--- src/fbr_pkg.sv ---
// Constants, types and helpers shared by the flash bus read-mode logic
package fbr_pkg;

  localparam int CLK_MHZ       = 20;
  localparam int CLK_PERIOD_NS = 1000 / CLK_MHZ;
  localparam int GLITCH_NS     = 5;
  localparam int GLITCH_RAW    = (GLITCH_NS + CLK_PERIOD_NS - 1) / CLK_PERIOD_NS;
  localparam int GLITCH_CYC    = (GLITCH_RAW < 1) ? 1 : GLITCH_RAW;

  localparam int ADDR_W = 21;
  localparam int DATA_W = 16;

  localparam logic [2:0] LAT_CODE_MIN = 3'h2;
  localparam logic [2:0] LAT_CODE_MAX = 3'h6;
  localparam logic [3:0] LAT_BIAS     = 4'h2;
  localparam logic [3:0] LAT_SLOWEST  = 4'h8;

  localparam logic [2:0] BL_4      = 3'h1;
  localparam logic [2:0] BL_8      = 3'h2;
  localparam logic [2:0] BL_CONT   = 3'h7;
  localparam logic [2:0] MASK_1    = 3'h0;
  localparam logic [2:0] MASK_4    = 3'h3;
  localparam logic [2:0] MASK_8    = 3'h7;
  localparam logic [1:0] PAGE_FIRST = 2'h0;
  localparam logic [1:0] PAGE_LAST  = 2'h3;

  typedef struct packed {
    logic       read_select_bit;
    logic [2:0] first_access_latency;
    logic       ready_timing_bit;
    logic       burst_order_bit;
    logic       active_edge_bit;
    logic [2:0] burst_length_field;
  } fbr_cfg_t;

  localparam fbr_cfg_t CFG_RESET = '{1'b1, LAT_CODE_MAX, 1'b0, 1'b1, 1'b1, BL_4};

  typedef struct packed {
    logic reset_powerdown_n;
    logic ce_n;
    logic oe_n;
    logic we_n;
    logic latch_n;
    logic bus_clk;
  } fbr_ctl_t;

  localparam fbr_ctl_t CTL_IDLE = '{1'b0, 1'b1, 1'b1, 1'b1, 1'b1, 1'b0};

  typedef enum logic [1:0] {B_IDLE, B_LAT, B_DATA} fbr_bst_t;

  function automatic logic [3:0] fbr_lat_cycles(input logic [2:0] code);
    if (code >= LAT_CODE_MIN && code <= LAT_CODE_MAX) return {1'b0, code} + LAT_BIAS;
    return LAT_SLOWEST;
  endfunction

  function automatic logic [ADDR_W-1:0] fbr_burst_addr(input logic [ADDR_W-1:0] base,
                                                      input logic [2:0] idx,
                                                      input logic [2:0] mask,
                                                      input logic seq);
    logic [2:0] low;
    low = seq ? (base[2:0] + idx) : (base[2:0] ^ idx);
    return {base[ADDR_W-1:3], (base[2:0] & ~mask) | (low & mask)};
  endfunction

endpackage

--- src/fbr_pin_filt.sv ---
// Two-stage synchroniser followed by a stability filter for control pins
`timescale 1ns/10ps
module fbr_pin_filt #(
  parameter int               WIDTH    = 6,
  parameter int               FILT_CYC = 1,
  parameter logic [WIDTH-1:0] RST_VAL  = '0
)(
  input  wire logic             clk_i,
  input  wire logic             nrst_i,
  input  wire logic [WIDTH-1:0] pins_i,
  output logic      [WIDTH-1:0] filt_o
);
  localparam int CNT_W = $clog2(FILT_CYC + 1);
  localparam logic [CNT_W-1:0] CNT_END = CNT_W'(FILT_CYC);

  if (FILT_CYC < 1 || WIDTH < 1) begin : g_chk
    $error("fbr_pin_filt: FILT_CYC and WIDTH must be at least 1");
  end

  logic [WIDTH-1:0] s1_ff;
  logic [WIDTH-1:0] s2_ff;
  logic [WIDTH-1:0] last_ff;
  logic [CNT_W-1:0] cnt_ff;
  wire              same = (s2_ff == last_ff);
  wire              stable = same && (cnt_ff == CNT_END);

  // A change must persist for FILT_CYC + 2 samples before it is passed on
  always_ff @(posedge clk_i or negedge nrst_i) begin
    if (!nrst_i) begin
      s1_ff   <= RST_VAL;
      s2_ff   <= RST_VAL;
      last_ff <= RST_VAL;
      cnt_ff  <= '0;
      filt_o  <= RST_VAL;
    end else begin
      s1_ff   <= pins_i;
      s2_ff   <= s1_ff;
      last_ff <= s2_ff;
      cnt_ff  <= !same ? '0 : (stable ? cnt_ff : cnt_ff + 1'b1);
      if (stable) filt_o <= last_ff;
    end
  end

endmodule // fbr_pin_filt

--- src/fbr_flash_bus.sv ---
// Bus operation and read-mode engine of a parallel burst flash
`timescale 1ns/10ps
module fbr_flash_bus #(
  parameter int RAND_ACCESS_NS = 100,
  parameter int PAGE_ACCESS_NS = 30
)(
  input  wire logic                       clk_i,
  input  wire logic                       nrst_i,
  input  wire fbr_pkg::fbr_ctl_t          ctl_pins_i,
  input  wire logic [fbr_pkg::ADDR_W-1:0] address_pins_i,
  input  wire logic [fbr_pkg::DATA_W-1:0] data_pins_i,
  output logic      [fbr_pkg::DATA_W-1:0] data_pins_o,
  output logic                            data_pins_oe_o,
  output logic                            ready_o,
  output logic                            ready_oe_o,
  input  wire fbr_pkg::fbr_cfg_t          cfg_i,
  input  wire logic                       cfg_load_i,
  input  wire logic                       pe_busy_i,
  input  wire logic                       mem_is_array_i,
  input  wire logic [fbr_pkg::DATA_W-1:0] mem_rdata_i,
  output logic      [fbr_pkg::ADDR_W-1:0] mem_addr_o,
  output logic                            cmd_wr_o,
  output logic      [fbr_pkg::ADDR_W-1:0] cmd_addr_o,
  output logic      [fbr_pkg::DATA_W-1:0] cmd_data_o,
  output logic                            standby_o,
  output logic                            powerdown_o,
  output logic                            low_power_o
);
  import fbr_pkg::*;

  localparam int RAND_RAW = (RAND_ACCESS_NS + CLK_PERIOD_NS - 1) / CLK_PERIOD_NS;
  localparam int RAND_CYC = (RAND_RAW < 1) ? 1 : RAND_RAW;
  localparam int PAGE_RAW = (PAGE_ACCESS_NS + CLK_PERIOD_NS - 1) / CLK_PERIOD_NS;
  localparam int PAGE_CYC = (PAGE_RAW < 1) ? 1 : PAGE_RAW;
  localparam int ACC_W    = $clog2(RAND_CYC + 1);
  localparam logic [ACC_W-1:0] RAND_LOAD = ACC_W'(RAND_CYC);
  localparam logic [ACC_W-1:0] PAGE_LOAD = ACC_W'(PAGE_CYC);

  if (PAGE_CYC > RAND_CYC) begin : g_chk
    $error("fbr_flash_bus: page access must not exceed random access");
  end

  // ----------------------------------------------------------------
  // Pin synchronisation
  // ----------------------------------------------------------------
  logic [$bits(fbr_ctl_t)-1:0] ctl_raw;
  fbr_ctl_t                    ctl;
  logic [ADDR_W-1:0]           addr_s1_ff;
  logic [ADDR_W-1:0]           addr_s_ff;
  logic [DATA_W-1:0]           data_s1_ff;
  logic [DATA_W-1:0]           data_s_ff;

  fbr_pin_filt #(
    .WIDTH    ($bits(fbr_ctl_t)),
    .FILT_CYC (GLITCH_CYC),
    .RST_VAL  (CTL_IDLE)
  ) u_filt (
    .clk_i  (clk_i),
    .nrst_i (nrst_i),
    .pins_i (ctl_pins_i),
    .filt_o (ctl_raw)
  );
  assign ctl = fbr_ctl_t'(ctl_raw);

  always_ff @(posedge clk_i or negedge nrst_i) begin
    if (!nrst_i) begin
      addr_s1_ff <= '0;
      addr_s_ff  <= '0;
      data_s1_ff <= '0;
      data_s_ff  <= '0;
    end else begin
      addr_s1_ff <= address_pins_i;
      addr_s_ff  <= addr_s1_ff;
      data_s1_ff <= data_pins_i;
      data_s_ff  <= data_s1_ff;
    end
  end

  // ----------------------------------------------------------------
  // State
  // ----------------------------------------------------------------
  fbr_cfg_t          cfg_ff;
  fbr_bst_t          state_ff;
  logic              bclk_q_ff;
  logic              latch_q_ff;
  logic              wr_q_ff;
  logic [3:0]        ctl_q_ff;
  logic [ADDR_W-1:0] lat_addr_ff;
  logic [ADDR_W-1:0] base_ff;
  logic [3:0]        cnt_ff;
  logic [3:0]        lat_tgt_ff;
  logic [2:0]        beat_ff;
  logic [2:0]        mask_ff;
  logic              cont_ff;
  logic              misal_ff;
  logic              seq_ff;
  logic              waited_ff;
  logic              last_ff;
  logic [ACC_W-1:0]  acc_ff;
  logic [ACC_W-1:0]  idle_ff;
  logic [ADDR_W-3:0] page_tag_ff;
  logic              page_vld_ff;
  logic [ADDR_W-1:0] prev_addr_ff;

  // ----------------------------------------------------------------
  // Decode
  // ----------------------------------------------------------------
  wire rp        = ctl.reset_powerdown_n;
  wire ce        = rp && !ctl.ce_n;
  wire oe        = !ctl.oe_n;
  wire we        = !ctl.we_n;
  wire lat_low   = !ctl.latch_n;
  wire is_async  = cfg_ff.read_select_bit;
  wire clk_rise  = ctl.bus_clk && !bclk_q_ff;
  wire clk_fall  = !ctl.bus_clk && bclk_q_ff;
  wire act_edge  = cfg_ff.active_edge_bit ? clk_rise : clk_fall;
  wire latch_rise = ctl.latch_n && !latch_q_ff;

  // Writes assume the host keeps the output gate high
  wire wr_now  = ce && we && !oe;
  wire wr_fire = wr_q_ff && !wr_now && rp;
  wire [ADDR_W-1:0] wr_addr = lat_low ? addr_s_ff : lat_addr_ff;

  wire start_clk = act_edge && ce && lat_low && !we;
  wire start_lat = latch_rise && ce && !we;
  wire burst_start = !is_async && (state_ff == B_IDLE) && (start_clk || start_lat);
  wire [ADDR_W-1:0] start_addr = start_clk ? addr_s_ff : lat_addr_ff;
  wire start_cont = (cfg_ff.burst_length_field == BL_CONT) && mem_is_array_i;
  // Non-array data is served as a single synchronous read
  wire [2:0] start_mask = !mem_is_array_i ? MASK_1 :
                          (cfg_ff.burst_length_field == BL_8) ? MASK_8 : MASK_4;

  wire wait_edge = act_edge && (state_ff == B_DATA) && cont_ff && misal_ff && !waited_ff &&
                   (mem_addr_o[1:0] == PAGE_FIRST);
  wire advance   = act_edge && (((state_ff == B_LAT) && (cnt_ff == 4'h1)) ||
                   ((state_ff == B_DATA) && !wait_edge && !last_ff));
  wire early     = advance && cont_ff && misal_ff && !waited_ff && (mem_addr_o[1:0] == PAGE_LAST);
  wire [2:0] nxt_beat = beat_ff + 3'h1;
  wire [ADDR_W-1:0] nxt_burst_addr = cont_ff ? mem_addr_o + ADDR_W'(1) :
                                     fbr_burst_addr(base_ff, nxt_beat, mask_ff, seq_ff);
  wire burst_end = act_edge && (state_ff == B_DATA) && last_ff;
  wire burst_kill = !ce || is_async;

  wire rd_async  = is_async && ce && oe && !we;
  wire addr_chg  = lat_addr_ff != prev_addr_ff;
  wire page_hit  = page_vld_ff && (lat_addr_ff[ADDR_W-1:2] == page_tag_ff);
  wire activity  = addr_chg || (ctl_q_ff != {ctl.ce_n, ctl.oe_n, ctl.we_n, ctl.latch_n});
  wire sync_drive = (state_ff == B_DATA);
  // No drive until a newly presented address sits in the latch and its access time has run
  wire lat_pend  = lat_low && ce && !we && (addr_s_ff != lat_addr_ff);
  wire nxt_oe    = rp && ce && oe && !we &&
                   (is_async ? (acc_ff == '0 && !addr_chg && !lat_pend) : sync_drive);

  logic nxt_rdy_low;
  assign nxt_rdy_low = (!ce || state_ff == B_IDLE) ? 1'b0 :
                       act_edge ? (cfg_ff.ready_timing_bit ? early : wait_edge) : ready_oe_o;

  // ----------------------------------------------------------------
  // Configuration and address latch
  // ----------------------------------------------------------------
  always_ff @(posedge clk_i or negedge nrst_i) begin
    if (!nrst_i) begin
      cfg_ff      <= CFG_RESET;
      lat_addr_ff <= '0;
    end else begin
      if (!rp) cfg_ff <= CFG_RESET;
      else if (cfg_load_i) cfg_ff <= cfg_i;
      // Transparent while low, frozen by the rising edge
      if (lat_low && ce && !we) lat_addr_ff <= addr_s_ff;
    end
  end

  // ----------------------------------------------------------------
  // Edge history and writes
  // ----------------------------------------------------------------
  always_ff @(posedge clk_i or negedge nrst_i) begin
    if (!nrst_i) begin
      bclk_q_ff  <= 1'b0;
      latch_q_ff <= 1'b1;
      wr_q_ff    <= 1'b0;
      ctl_q_ff   <= '1;
      cmd_wr_o   <= 1'b0;
      cmd_addr_o <= '0;
      cmd_data_o <= '0;
    end else begin
      bclk_q_ff  <= ctl.bus_clk;
      latch_q_ff <= ctl.latch_n;
      wr_q_ff    <= wr_now;
      ctl_q_ff   <= {ctl.ce_n, ctl.oe_n, ctl.we_n, ctl.latch_n};
      cmd_wr_o   <= wr_fire;
      if (wr_fire) begin
        cmd_addr_o <= wr_addr;
        cmd_data_o <= data_s_ff;
      end
    end
  end

  // ----------------------------------------------------------------
  // Synchronous burst engine
  // ----------------------------------------------------------------
  always_ff @(posedge clk_i or negedge nrst_i) begin
    if (!nrst_i) begin
      state_ff   <= B_IDLE;
      base_ff    <= '0;
      cnt_ff     <= '0;
      lat_tgt_ff <= '0;
      beat_ff    <= '0;
      mask_ff    <= MASK_4;
      cont_ff    <= 1'b0;
      misal_ff   <= 1'b0;
      seq_ff     <= 1'b1;
      waited_ff  <= 1'b0;
      last_ff    <= 1'b0;
    end else if (burst_kill && state_ff != B_IDLE) begin
      state_ff <= B_IDLE;
    end else if (burst_start) begin
      state_ff   <= B_LAT;
      base_ff    <= start_addr;
      cnt_ff     <= fbr_lat_cycles(cfg_ff.first_access_latency);
      lat_tgt_ff <= fbr_lat_cycles(cfg_ff.first_access_latency);
      beat_ff    <= '0;
      mask_ff    <= start_mask;
      cont_ff    <= start_cont;
      misal_ff   <= start_addr[1:0] != PAGE_FIRST;
      seq_ff     <= cfg_ff.burst_order_bit;
      waited_ff  <= 1'b0;
      last_ff    <= 1'b0;
    end else if (burst_end) begin
      state_ff <= B_IDLE;
    end else if (wait_edge) begin
      waited_ff <= 1'b1;
    end else if (advance) begin
      state_ff <= B_DATA;
      beat_ff  <= nxt_beat;
      last_ff  <= !cont_ff && (beat_ff == mask_ff);
    end else if (act_edge && state_ff == B_LAT) begin
      cnt_ff <= cnt_ff - 4'h1;
    end
  end

  // ----------------------------------------------------------------
  // Asynchronous access timing, page buffer and low power
  // ----------------------------------------------------------------
  always_ff @(posedge clk_i or negedge nrst_i) begin
    if (!nrst_i) begin
      acc_ff       <= RAND_LOAD;
      idle_ff      <= '0;
      page_tag_ff  <= '0;
      page_vld_ff  <= 1'b0;
      prev_addr_ff <= '0;
      low_power_o  <= 1'b0;
    end else begin
      prev_addr_ff <= lat_addr_ff;
      if (!is_async || wr_fire || !rp) begin
        page_vld_ff <= 1'b0;
        acc_ff      <= RAND_LOAD;
      end else if (addr_chg) begin
        acc_ff      <= page_hit ? PAGE_LOAD : RAND_LOAD;
        page_tag_ff <= lat_addr_ff[ADDR_W-1:2];
        page_vld_ff <= 1'b1;
      end else if (acc_ff != '0) begin
        acc_ff <= acc_ff - 1'b1;
      end
      idle_ff     <= activity ? '0 : ((idle_ff == RAND_LOAD) ? idle_ff : idle_ff + 1'b1);
      // Low power does not touch the output drive
      low_power_o <= is_async && rp && !activity && (idle_ff == RAND_LOAD);
    end
  end

  // ----------------------------------------------------------------
  // Pins and status outputs
  // ----------------------------------------------------------------
  always_ff @(posedge clk_i or negedge nrst_i) begin
    if (!nrst_i) begin
      mem_addr_o     <= '0;
      data_pins_o    <= '0;
      data_pins_oe_o <= 1'b0;
      ready_o        <= 1'b0;
      ready_oe_o     <= 1'b0;
      standby_o      <= 1'b0;
      powerdown_o    <= 1'b1;
    end else begin
      if (is_async) mem_addr_o <= lat_addr_ff;
      else if (burst_start) mem_addr_o <= start_addr;
      else if (advance) mem_addr_o <= nxt_burst_addr;
      if (is_async || advance) data_pins_o <= mem_rdata_i;
      data_pins_oe_o <= nxt_oe;
      ready_o        <= 1'b0;
      ready_oe_o     <= nxt_rdy_low;
      standby_o      <= rp && ctl.ce_n && !pe_busy_i;
      powerdown_o    <= !rp;
    end
  end

  // ----------------------------------------------------------------
  // Assertions
  // ----------------------------------------------------------------
  logic [3:0] lat_edges_ff;
  always_ff @(posedge clk_i or negedge nrst_i) begin
    if (!nrst_i) lat_edges_ff <= '0;
    else if (burst_start) lat_edges_ff <= '0;
    else if (act_edge && state_ff == B_LAT) lat_edges_ff <= lat_edges_ff + 4'h1;
  end
endmodule // fbr_flash_bus

--- config.mk ---
export PLATFORM = sky130hd
export DESIGN_NAME = fbr_flash_bus
export DESIGN_NICKNAME = d
export VERILOG_FILES = /design/src/fbr_pkg.sv /design/src/fbr_pin_filt.sv /design/src/fbr_flash_bus.sv
export SDC_FILE = /design/constraint.sdc
export NUM_CORES = 1
export LEC_CHECK = 0
export BUFFER_PORTS_ARGS = -buffer_cell sky130_fd_sc_hd__buf_2
export CAP_MARGIN = 20
export CORE_MARGIN = 3
export CORE_UTILIZATION = 47
export CTS_CLUSTER_DIAMETER = 200
export DETAILED_ROUTE_END_ITERATION = 12
export GPL_ROUTABILITY_DRIVEN = 0
export PLACE_DENSITY = 0.69
export SLEW_MARGIN = 20
export SYNTH_ARGS = -nofsm -noshare
export SYNTH_HDL_FRONTEND = slang
export SYNTH_SLANG_ARGS = --single-unit
--- constraint.sdc ---
create_clock -name clk_i -period 6.52 [get_ports clk_i]
set_input_delay 1.304 -clock clk_i [delete_from_list [all_inputs] [get_ports clk_i]]
set_output_delay 1.304 -clock clk_i [all_outputs]
set_load 0.02 [all_outputs]
==> impl_metrics.csv, run 1 <==
group,metric,value,unit
clock_tree,clockBufferDepth,3,
final_layout,final_common_cell,"dfrtp_1",
detailed_routing,post_drt_wl_per_cell,18.9,µm
timing,finalCritPeriodShare,0.534,
clock_tree,cts_resized,0,
min_path,hp-class,"reg -> reg",
synth,synth-edff-count,0,
detailed_routing,drtIter0Drc,766,
floorplanning,rows,59,
final_layout,nFillCells,2210,
min_path,hold_end,"addr_s_ff[10]$_DFF_PN0_",
floorplanning,die_y,170,µm
worst_setup_path,slowest_delay,1.01,ns
min_path,hold_path.startpoint,"addr_s1_ff[10]$_DFF_PN0_",
timing,max_freq,0.287,GHz
grt,antenna_found_initial,0,
worst_setup_path,crit_fanout,28,
worst_setup_path,crit_slowest_cell,"dfstp_2",
place,port_buffers,153,
detailed_routing,vias_per_cell,5.56,
final_layout,syn2layout_area_growth,16.0,%
clock_tree,cts_hold_buf,0,
worst_setup_path,path_delay_family,"simple AND/OR/NAND/NOR gates",
clock_tree,cts_tree,"done",
worst_setup_path,critPathLaunchType,"flip-flop",
final_layout,diodes,0,
worst_setup_path,cp.required,6.94,ns
timing,rsz0062_at_grt,"no",
synth,ys_seq_area_frac,0.594,
detailed_routing,vias,8594,
timing,slew_violations,0,
worst_setup_path,cp_cell_sequence,"and4bb_1 -> buf_4 -> o21ai_4 -> a21boi_2 -> nor3_2 -> a2111oi_0 -> a221o_1",
worst_setup_path,worstPathArrival,3.91,ns
grt,grt_pass1_vias,8520,
synth,ys.flop_type,"dfrtp_1",
floorplanning,dieArea,0.0288,mm²
grt,grt_start_max_net_pins,142,
timing,worst_pin_slew,1.03,ns
floorplanning,die_w,170,µm
pwr,power_density,262,mW/mm²
pwr,peakVddDrop,0.210,mV
synth,avgSynthCellArea,11.9,µm²
worst_setup_path,rr_startpoint,"u_filt.filt_o[1]$_DFFE_PN1P_",
worst_setup_path,crit-reg2reg-capture,"mem_addr_o[17]$_DFFE_PN0P_",
floorplanning,core,0.0262,mm²
grt,grtUsageTotal,0.202,
clock_tree,cts.reportedPaths.clkPinSlew,0.06,ns
clock_tree,worstSkewPairLatency,0.55,ns
worst_setup_path,cp.buffers_inverters,1,
synth,syn_inst,1061,
synth,synth_nets,1148,
detailed_routing,drt-total-wl,29.3,mm
final_layout,final_cell_mix,"dfrtp_1 (268), buf_2 (152), nor2_1 (93)",
final_layout,multi_input_area,0.00474,mm²
detailed_routing,drtAntennaViolNets,0,
final_layout,drive_gt1_frac,0.267,
clock_tree,clock-sinks,298,
grt,grt_overflow,0,
worst_setup_path,rr_worst_depth,7,
synth,synthDistinctLibCells,80,
clock_tree,postCtsSetupBuffers,0,
worst_setup_path,end_kind,"flip-flop",
detailed_routing,drt_drc_violations_left,0,
synth,ys_ff_latch,298,
run,maxCapViolations,0,
timing,final-hold-violation-count,0,
place,placed_area,0.0136,mm²
final_layout,seqCellArea,0.00749,mm²
synth,async_flop_share,1.00,
place,dp_hpwl,19.8,mm
timing,setup_slack,3.04,ns
pwr,leakage,6.98,nW
floorplanning,num_io_pins,155,
status,status,"finished clean",
final_layout,postLayoutCoreUtil,0.558,
grt,grt_pass1_wl,46.9,mm
detailed_routing,firstDrtPassIters,5,
timing,period_minus_slack,3.48,ns
worst_setup_path,path_class,"reg -> reg",
synth,yosysWarningCount,0,
timing,setup_viol,0,
timing,skew,0.0153,ns
min_path,hold_depth,0,
worst_setup_path,rrSetupSlack,3.04,ns
clock_tree,cts_buffers,30,
timing,fin_setup_tns,0,ns
timing,maxSlewHeadroom,0.313,
clock_tree,htree_levels,1,
clock_tree,root_buffer,"clkbuf_16",
place,post-place-ws,3.11,ns
synth,synthesis.area,0.0126,mm²
floorplanning,initial_utilization,0.481,
final_layout,nets,1275,
final_layout,fin_area,0.0146,mm²
per-layer routing:
| layer | GRT usage | routed length, µm | vias up |
|---|---|---|---|
| met3 | 0.0562 | 2930 | 48 |
| li1 | - | - | 3987 |
| met5 | 0 | 0 | - |
| met1 | 0.304 | 13000 | 4220 |
| met2 | 0.295 | 12800 | 339 |
| met4 | 0.0473 | 533 | 0 |
state kept, by name, summed over array words and instances, names as in the netlist, 9 cells and up:
signal / count
addr_s1_ff: 21
addr_s_ff: 21
base_ff: 21
cfg_ff: 9
cmd_addr_o: 21
cmd_data_o: 16
data_pins_o: 16
data_s1_ff: 16
data_s_ff: 16
lat_addr_ff: 21
mem_addr_o: 21
page_tag_ff: 19
prev_addr_ff: 21
how the worst max path moves through the flow:
stage	start	end	slack [ns]	cells after the start
3_3_place_gp	u_filt.filt_o[1]$_DFFE_PN1P_	mem_addr_o[17]$_DFFE_PN0P_	3.20	7
4_1_cts	u_filt.filt_o[1]$_DFFE_PN1P_	mem_addr_o[17]$_DFFE_PN0P_	3.08	7
6_report	u_filt.filt_o[1]$_DFFE_PN1P_	mem_addr_o[17]$_DFFE_PN0P_	3.04	7
3_5_place_dp	u_filt.filt_o[1]$_DFFE_PN1P_	mem_addr_o[17]$_DFFE_PN0P_	3.11	7
2_1_floorplan	u_filt.filt_o[1]$_DFFE_PN1P_	mem_addr_o[17]$_DFFE_PN0P_	4.34	9
5_1_grt	u_filt.filt_o[1]$_DFFE_PN1P_	mem_addr_o[17]$_DFFE_PN0P_	2.85	7
final cells by class:
class                   instances  area share
clock buffers                  41      0.0576
clock inverters                15      0.0125
inverters                      21     0.00539
multi-input cells             673       0.324
flip-flops and latches        298       0.512
well taps                     335      0.0287
repair buffers                164      0.0595
cell usage after synthesis, drive strengths merged (2+ instances only):
library cell	count	area [µm²]
a2111oi	4	41.3
a211o	3	26.3
a211oi	9	72.6
a21boi	3	37.5
a21o	6	45.0
a21oi	62	314
a221o	3	30.0
a221oi	2	17.5
a22oi	5	37.5
a31oi	9	56.3
and2	2	12.5
and3	5	31.3
and3b	2	17.5
and4	4	35.0
buf	34	189
clkbuf	35	131
dfrtp	268	6710
dfstp	30	788
ha	12	150
inv	20	75.1
mux2	74	833
mux2i	35	350
nand2	63	239
nand2b	6	37.5
nand3	22	110
nand4	20	131
nor2	94	353
nor3	15	80.1
nor3b	4	30.0
nor4	14	93.8
nor4b	2	17.5
o211ai	6	45.0
o21a	4	30.0
o21ai	35	194
o221ai	2	17.5
o22ai	19	119
o31ai	6	45.0
or3	5	31.3
or3b	3	26.3
or4	2	18.8
xnor2	48	420
xor2	43	377
per-stage QoR:
step	hold WS (ns)	cells	total power [mW]
2_1_floorplan	0.331	1061	2.02
3_3_place_gp	0.332	1491	2.10
3_5_place_dp	0.335	1491	2.10
4_1_cts	0.346	1547	3.87
5_1_grt	0.350	1547	3.97
6_report	0.343	1547	3.83
logic make-up (layout without fill, tap and decap cells):
logic type | after synthesis | in the layout | synth area share
compound gates | 190 | 190 | 0.0983
xor+xnor | 91 | 91 | 0.0632
fa+ha+maj | 13 | 13 | 0.0135
buf+inv | 90 | 241 | 0.0316
flops | 298 | 298 | 0.594
mux | 109 | 109 | 0.0938
other cells | 1 | 1 | 0.000297
simple gates | 269 | 269 | 0.105
worst reg2reg max path, stage by stage (launching register included):
cell	delay [ns]
dfstp_2	1.01
and4bb_1	0.30
buf_4	0.25
o21ai_4	0.32
a21boi_2	0.21
nor3_2	0.81
a2111oi_0	0.17
a221o_1	0.30
power by group:
| group | internal, mW | switching [mW] | total [mW] |
|---|---|---|---|
| sequential | 1.90 | 0.0341 | 1.93 |
| combinational | 0.0542 | 0.0816 | 0.136 |
| clock | 1.06 | 0.700 | 1.76 |
| total | 3.01 | 0.815 | 3.83 |
(Power assumes the default switching activity.)
==> run 2, diff against run 1 <==
- clock period: 6.52 -> 3.55 ns (I/O delays scaled with it)
==> run 2 against run 1 <==
Effect of this change:
- sequential power up 83%
- clock power rose by 88%
- first-iteration DRC count rose by 15%
- global-route usage increased by 0.53 points
- combinational power up 90%
- routed wire length is 2.1% higher
- critical endpoint unchanged
- worst setup slack worse by 2.5 ns
- final cell count up 1.0%
- count of clock-buffer cells in the layout is 1 lower
- largest power group unchanged
- maximum frequency up 15%
- core utilization up 0.65 points
==> impl_metrics.csv, run 2 (same netlist as run 1, synthesis figures left out) <==
group,metric,value,unit
pwr,leakage,7.10,nW
grt,grt_overflow,0,
worst_setup_path,critPathLaunchType,"flip-flop",
grt,grt_pass1_wl,48.0,mm
place,dp_hpwl,20.4,mm
floorplanning,initial_utilization,0.481,
worst_setup_path,crit_fanout,28,
clock_tree,postCtsSetupBuffers,0,
place,port_buffers,153,
worst_setup_path,rrSetupSlack,0.52,ns
grt,grt_start_max_net_pins,81,
clock_tree,clock-sinks,298,
detailed_routing,drtAntennaViolNets,0,
timing,slew_violations,0,
final_layout,nets,1292,
timing,whs,0.157,ns
detailed_routing,drtIter0Drc,880,
worst_setup_path,cp.required,3.97,ns
timing,final-hold-violation-count,0,
timing,period_minus_slack,3.03,ns
timing,max_freq,0.330,GHz
final_layout,nFillCells,2135,
pwr,power.total,7.12,mW
timing,worst_pin_slew,0.937,ns
floorplanning,rows,59,
clock_tree,clockBufferDepth,3,
worst_setup_path,crit-reg2reg-capture,"mem_addr_o[17]$_DFFE_PN0P_",
final_layout,final_cell_mix,"dfrtp_1 (268), buf_2 (152), nor2_1 (93)",
place,dp_cells,1508,
clock_tree,htree_levels,1,
clock_tree,cts_resized,0,
timing,fin_setup_tns,0,ns
floorplanning,num_io_pins,155,
grt,antenna_found_initial,0,
clock_tree,cts_buffers,30,
grt,grt_pass1_vias,8708,
timing,setup_viol,0,
detailed_routing,drt_drc_violations_left,0,
clock_tree,cts.reportedPaths.clkPinSlew,0.06,ns
floorplanning,core,0.0262,mm²
detailed_routing,vias_per_cell,5.60,
floorplanning,dieArea,0.0288,mm²
detailed_routing,post_drt_wl_per_cell,19.1,µm
pwr,power_density,481,mW/mm²
clock_tree,cts_hold_buf,0,
final_layout,drive_gt1_frac,0.278,
status,status,"finished clean",
clock_tree,cts_tree,"done",
timing,setup_slack,0.518,ns
min_path,hp-class,"in -> async",
detailed_routing,drt-total-wl,29.9,mm
detailed_routing,vias,8756,
place,post-place-ws,0.616,ns
worst_setup_path,worstPathArrival,3.45,ns
grt,grtUsageTotal,0.208,
floorplanning,die_w,170,µm
final_layout,multi_input_area,0.00474,mm²
clock_tree,root_buffer,"clkbuf_16",
timing,rsz0062_at_grt,"no",
final_layout,diodes,0,
final_layout,fin_cells,1563,
worst_setup_path,end_kind,"flip-flop",
worst_setup_path,rr_startpoint,"u_filt.filt_o[5]$_DFFE_PN0P_",
detailed_routing,firstDrtPassIters,6,
timing,finalCritPeriodShare,0.854,
timing,skew,0.0226,ns
final_layout,final_common_cell,"dfrtp_1",
run,maxCapViolations,0,
timing,maxSlewHeadroom,0.372,
floorplanning,die_y,170,µm
final_layout,seqCellArea,0.00749,mm²
pwr,peakVddDrop,0.431,mV
worst_setup_path,path_class,"reg -> reg",
final_layout,syn2layout_area_growth,17.3,%
clock_tree,worstSkewPairLatency,0.55,ns
worst_setup_path,rr_worst_depth,7,
-- run 2: cell types whose count changed in the layout (fill, tap and decap cells not counted), sizes merged --
cell	change
bufinv	+1
inv	+1
clkinvlp	-3
buf	+17
clkbuf	-1
clkinv	+1
-- run 2: area by class of cell --
cell class / instances / area share
Clock inverter: 15 / 0.0138
Clock buffer: 40 / 0.0567
Tap cell: 335 / 0.0283
Timing Repair Buffer: 181 / 0.0692
Multi-Input combinational cell: 673 / 0.320
Inverter: 21 / 0.00533
Sequential cell: 298 / 0.506
-- run 2: critical path: stages, from the launching register on --
cell       delay (ns)
dfrtp_1          0.55
and4bb_1         0.32
buf_4            0.26
o21ai_4          0.33
a21boi_2         0.23
nor3_2           0.75
a2111oi_0        0.15
a221o_1          0.30
-- run 2: report_power, final --
group | switching [mW] | internal (mW) | leakage (nW)
Clock | 1.29 | 2.02 | 0.521
Sequential | 0.0600 | 3.48 | 3.82
Combinational | 0.155 | 0.105 | 2.76
Total | 1.51 | 5.61 | 7.10
-- run 2: layer usage --
layer  track usage  wire length (µm)
met2         0.315             13600
met5             0                 0
met3        0.0555              2610
met4        0.0430               476
met1         0.305             13200
-- run 2: worst max path at each step --
stage / start / to / slack, ns / cells after the start
floorplan: u_filt.filt_o[1]$_DFFE_PN1P_ / mem_addr_o[17]$_DFFE_PN0P_ / 1.37 / 9
global placement: u_filt.filt_o[5]$_DFFE_PN0P_ / mem_addr_o[17]$_DFFE_PN0P_ / 0.68 / 7
detailed placement: u_filt.filt_o[5]$_DFFE_PN0P_ / mem_addr_o[17]$_DFFE_PN0P_ / 0.62 / 7
CTS: u_filt.filt_o[5]$_DFFE_PN0P_ / mem_addr_o[17]$_DFFE_PN0P_ / 0.57 / 7
global route: u_filt.filt_o[5]$_DFFE_PN0P_ / cnt_ff[0]$_DFFE_PN0P_ / 0.32 / 8
finish: u_filt.filt_o[5]$_DFFE_PN0P_ / mem_addr_o[17]$_DFFE_PN0P_ / 0.52 / 7
-- run 2: through the flow --
step / instance area (µm²) / util
after global placement: 13800 / 0.525
after CTS: 14800 / 0.565
after detailed placement: 13800 / 0.525
after global routing: 14800 / 0.565
after floorplan: 12600 / -
final: 14800 / 0.565
==> run 3, diff against run 2 <==
- CORE_UTILIZATION: 47 -> 56
- PLACE_DENSITY: 0.69 -> 0.79
==> run 3 against run 2 <==
Effect of this change:
- sequential cell count did not move
- critical path type unchanged
- sequential share of layout area rose by 0.54 points
- sequential power barely moved
- critical endpoint unchanged
- final cell count fell by 3.7%
- highest routed layer unchanged
- register-to-register slack got worse by 0.16 ns
- clock power fell by 4%
- count of clock-buffer cells in the layout rose by 3
- total power fell by 1.9%
- clock skew fell by 0.011 ns
- worst setup slack got worse by 0.16 ns
==> impl_metrics.csv, run 3 (same netlist as run 1, synthesis figures left out) <==
group,metric,value,unit
pwr,power_density,477,mW/mm²
floorplanning,die_w,156,µm
clock_tree,clockBufferDepth,3,
pwr,p_sw,1.52,mW
grt,grtUsageTotal,0.242,
final_layout,seqCellArea,0.00749,mm²
floorplanning,num_io_pins,155,
run,maxCapViolations,0,
clock_tree,clock-sinks,298,
timing,fin_setup_tns,0,ns
pwr,power_frac_comb,0.037,
timing,rsz0062_at_grt,"no",
grt,grt_overflow,0,
worst_setup_path,end_kind,"flip-flop",
final_layout,fin_cells,1505,
clock_tree,cts_resized,0,
worst_setup_path,rrSetupSlack,0.36,ns
clock_tree,cts_buffers,30,
clock_tree,cts.reportedPaths.clkPinSlew,0.06,ns
detailed_routing,drt_drc_violations_left,0,
floorplanning,core,0.0220,mm²
floorplanning,dieArea,0.0244,mm²
timing,whs,0.161,ns
detailed_routing,post_drt_wl_per_cell,19.5,µm
final_layout,diodes,0,
final_layout,syn2layout_area_growth,16.1,%
pwr,pwr-share-seq,0.508,
final_layout,nFillCells,1584,
place,post-place-ws,0.461,ns
pwr,p_clk_frac,0.454,
timing,final-hold-violation-count,0,
timing,worst_pin_slew,1.01,ns
timing,setup_viol,0,
final_layout,nets,1288,
place,placed_area,0.0136,mm²
pwr,switching_share,0.218,
floorplanning,initial_utilization,0.574,
pwr,cell_internal_pwr,5.46,mW
floorplanning,die_y,156,µm
grt,grt_pass1_wl,47.1,mm
detailed_routing,firstDrtPassIters,5,
worst_setup_path,crit_fanout,28,
clock_tree,cts_tree,"done",
timing,period_minus_slack,3.19,ns
clock_tree,root_buffer,"clkbuf_16",
pwr,leakage,7.04,nW
pwr,peakVddDrop,0.511,mV
timing,finalCritPeriodShare,0.898,
detailed_routing,vias,8788,
worst_setup_path,path_class,"reg -> reg",
status,status,"finished clean",
place,dp_hpwl,20.0,mm
worst_setup_path,rr_worst_depth,7,
timing,max_freq,0.314,GHz
grt,antenna_found_initial,0,
clock_tree,postCtsSetupBuffers,0,
final_layout,final_cell_mix,"dfrtp_1 (268), buf_2 (152), nor2_1 (93)",
min_path,hp-class,"in -> async",
grt,grt_start_max_net_pins,92,
final_layout,final_common_cell,"dfrtp_1",
detailed_routing,vias_per_cell,5.84,
worst_setup_path,critPathLaunchType,"flip-flop",
detailed_routing,drtAntennaViolNets,0,
timing,slew_violations,0,
timing,setup_slack,0.360,ns
floorplanning,rows,54,
final_layout,drive_gt1_frac,0.273,
detailed_routing,drt-total-wl,29.4,mm
timing,maxSlewHeadroom,0.321,
clock_tree,cts_hold_buf,0,
worst_setup_path,worstPathArrival,3.63,ns
clock_tree,worstSkewPairLatency,0.56,ns
worst_setup_path,cp.required,3.99,ns
grt,grt_pass1_vias,8748,
clock_tree,htree_levels,1,
timing,skew,0.0113,ns
place,port_buffers,153,
detailed_routing,drtIter0Drc,941,
place,dp_cells,1449,
final_layout,fin_area,0.0146,mm²
final_layout,multi_input_area,0.00473,mm²
run 3: cell count changes in the layout (fill, tap and decap cells not counted):
| cell | change |
|---|---|
| clkbuf_1 | +3 |
| clkinv_2 | -1 |
| bufinv_16 | -2 |
| a21oi_2 | +1 |
| clkbuf_8 | +1 |
| inv_6 | -1 |
| clkinv_16 | +1 |
| buf_12 | -1 |
| buf_4 | -3 |
| clkbuf_16 | -1 |
| a21oi_4 | -1 |
| clkinvlp_4 | +1 |
run 3: worst max-delay path: stages (launching register included):
cell and delay [ns]:
dfstp_2 0.74, and4bb_1 0.28, buf_4 0.26, o21ai_4 0.32, a21boi_2 0.21, nor3_2 0.80
a2111oi_0 0.15, a221o_1 0.30
run 3: path summary, 6_finish.rpt:
path | startpoint | to
worst min-delay path | nrst_i | data_s1_ff[13]$_DFF_PN0_
min in group clk_i | ctl_pins_i[2] | u_filt.s1_ff[2]$_DFF_PN1_
worst min register to register | data_s1_ff[11]$_DFF_PN0_ | data_s_ff[11]$_DFF_PN0_
max in group asynchronous | nrst_i | u_filt.s1_ff[3]$_DFF_PN1_
worst max-delay path | u_filt.filt_o[1]$_DFFE_PN1P_ | mem_addr_o[17]$_DFFE_PN0P_
worst max register to register | u_filt.filt_o[1]$_DFFE_PN1P_ | mem_addr_o[17]$_DFFE_PN0P_
run 3: stage by stage:
step / util / power [mW]
after floorplan: - / 3.70
after global placement: 0.621 / 3.86
after detailed placement: 0.621 / 3.87
after CTS: 0.667 / 7.04
after global routing: 0.667 / 7.24
final: 0.667 / 6.98
run 3: routing by layer:
metal  GRT usage  wire, µm
met1       0.349     12600
met2       0.368     13400
met3      0.0602      2600
met4      0.0677       759
met5           0         0
run 3: layout make-up:
type / instances / area share
flip-flops and latches: 298 / 0.512
multi-input cells: 673 / 0.323
repair buffers: 177 / 0.0670
clock buffers: 43 / 0.0573
well taps: 280 / 0.0239
clock inverters: 13 / 0.0114
inverters: 21 / 0.00538
run 3: power groups by stage:
stage	logic [mW]	clock network [mW]	registers [mW]
finish	0.261	3.17	3.55
floorplan	0.106	0	3.60
global placement	0.257	0	3.60
global route	0.297	3.39	3.55
detailed placement	0.265	0	3.61
CTS	0.267	3.22	3.55
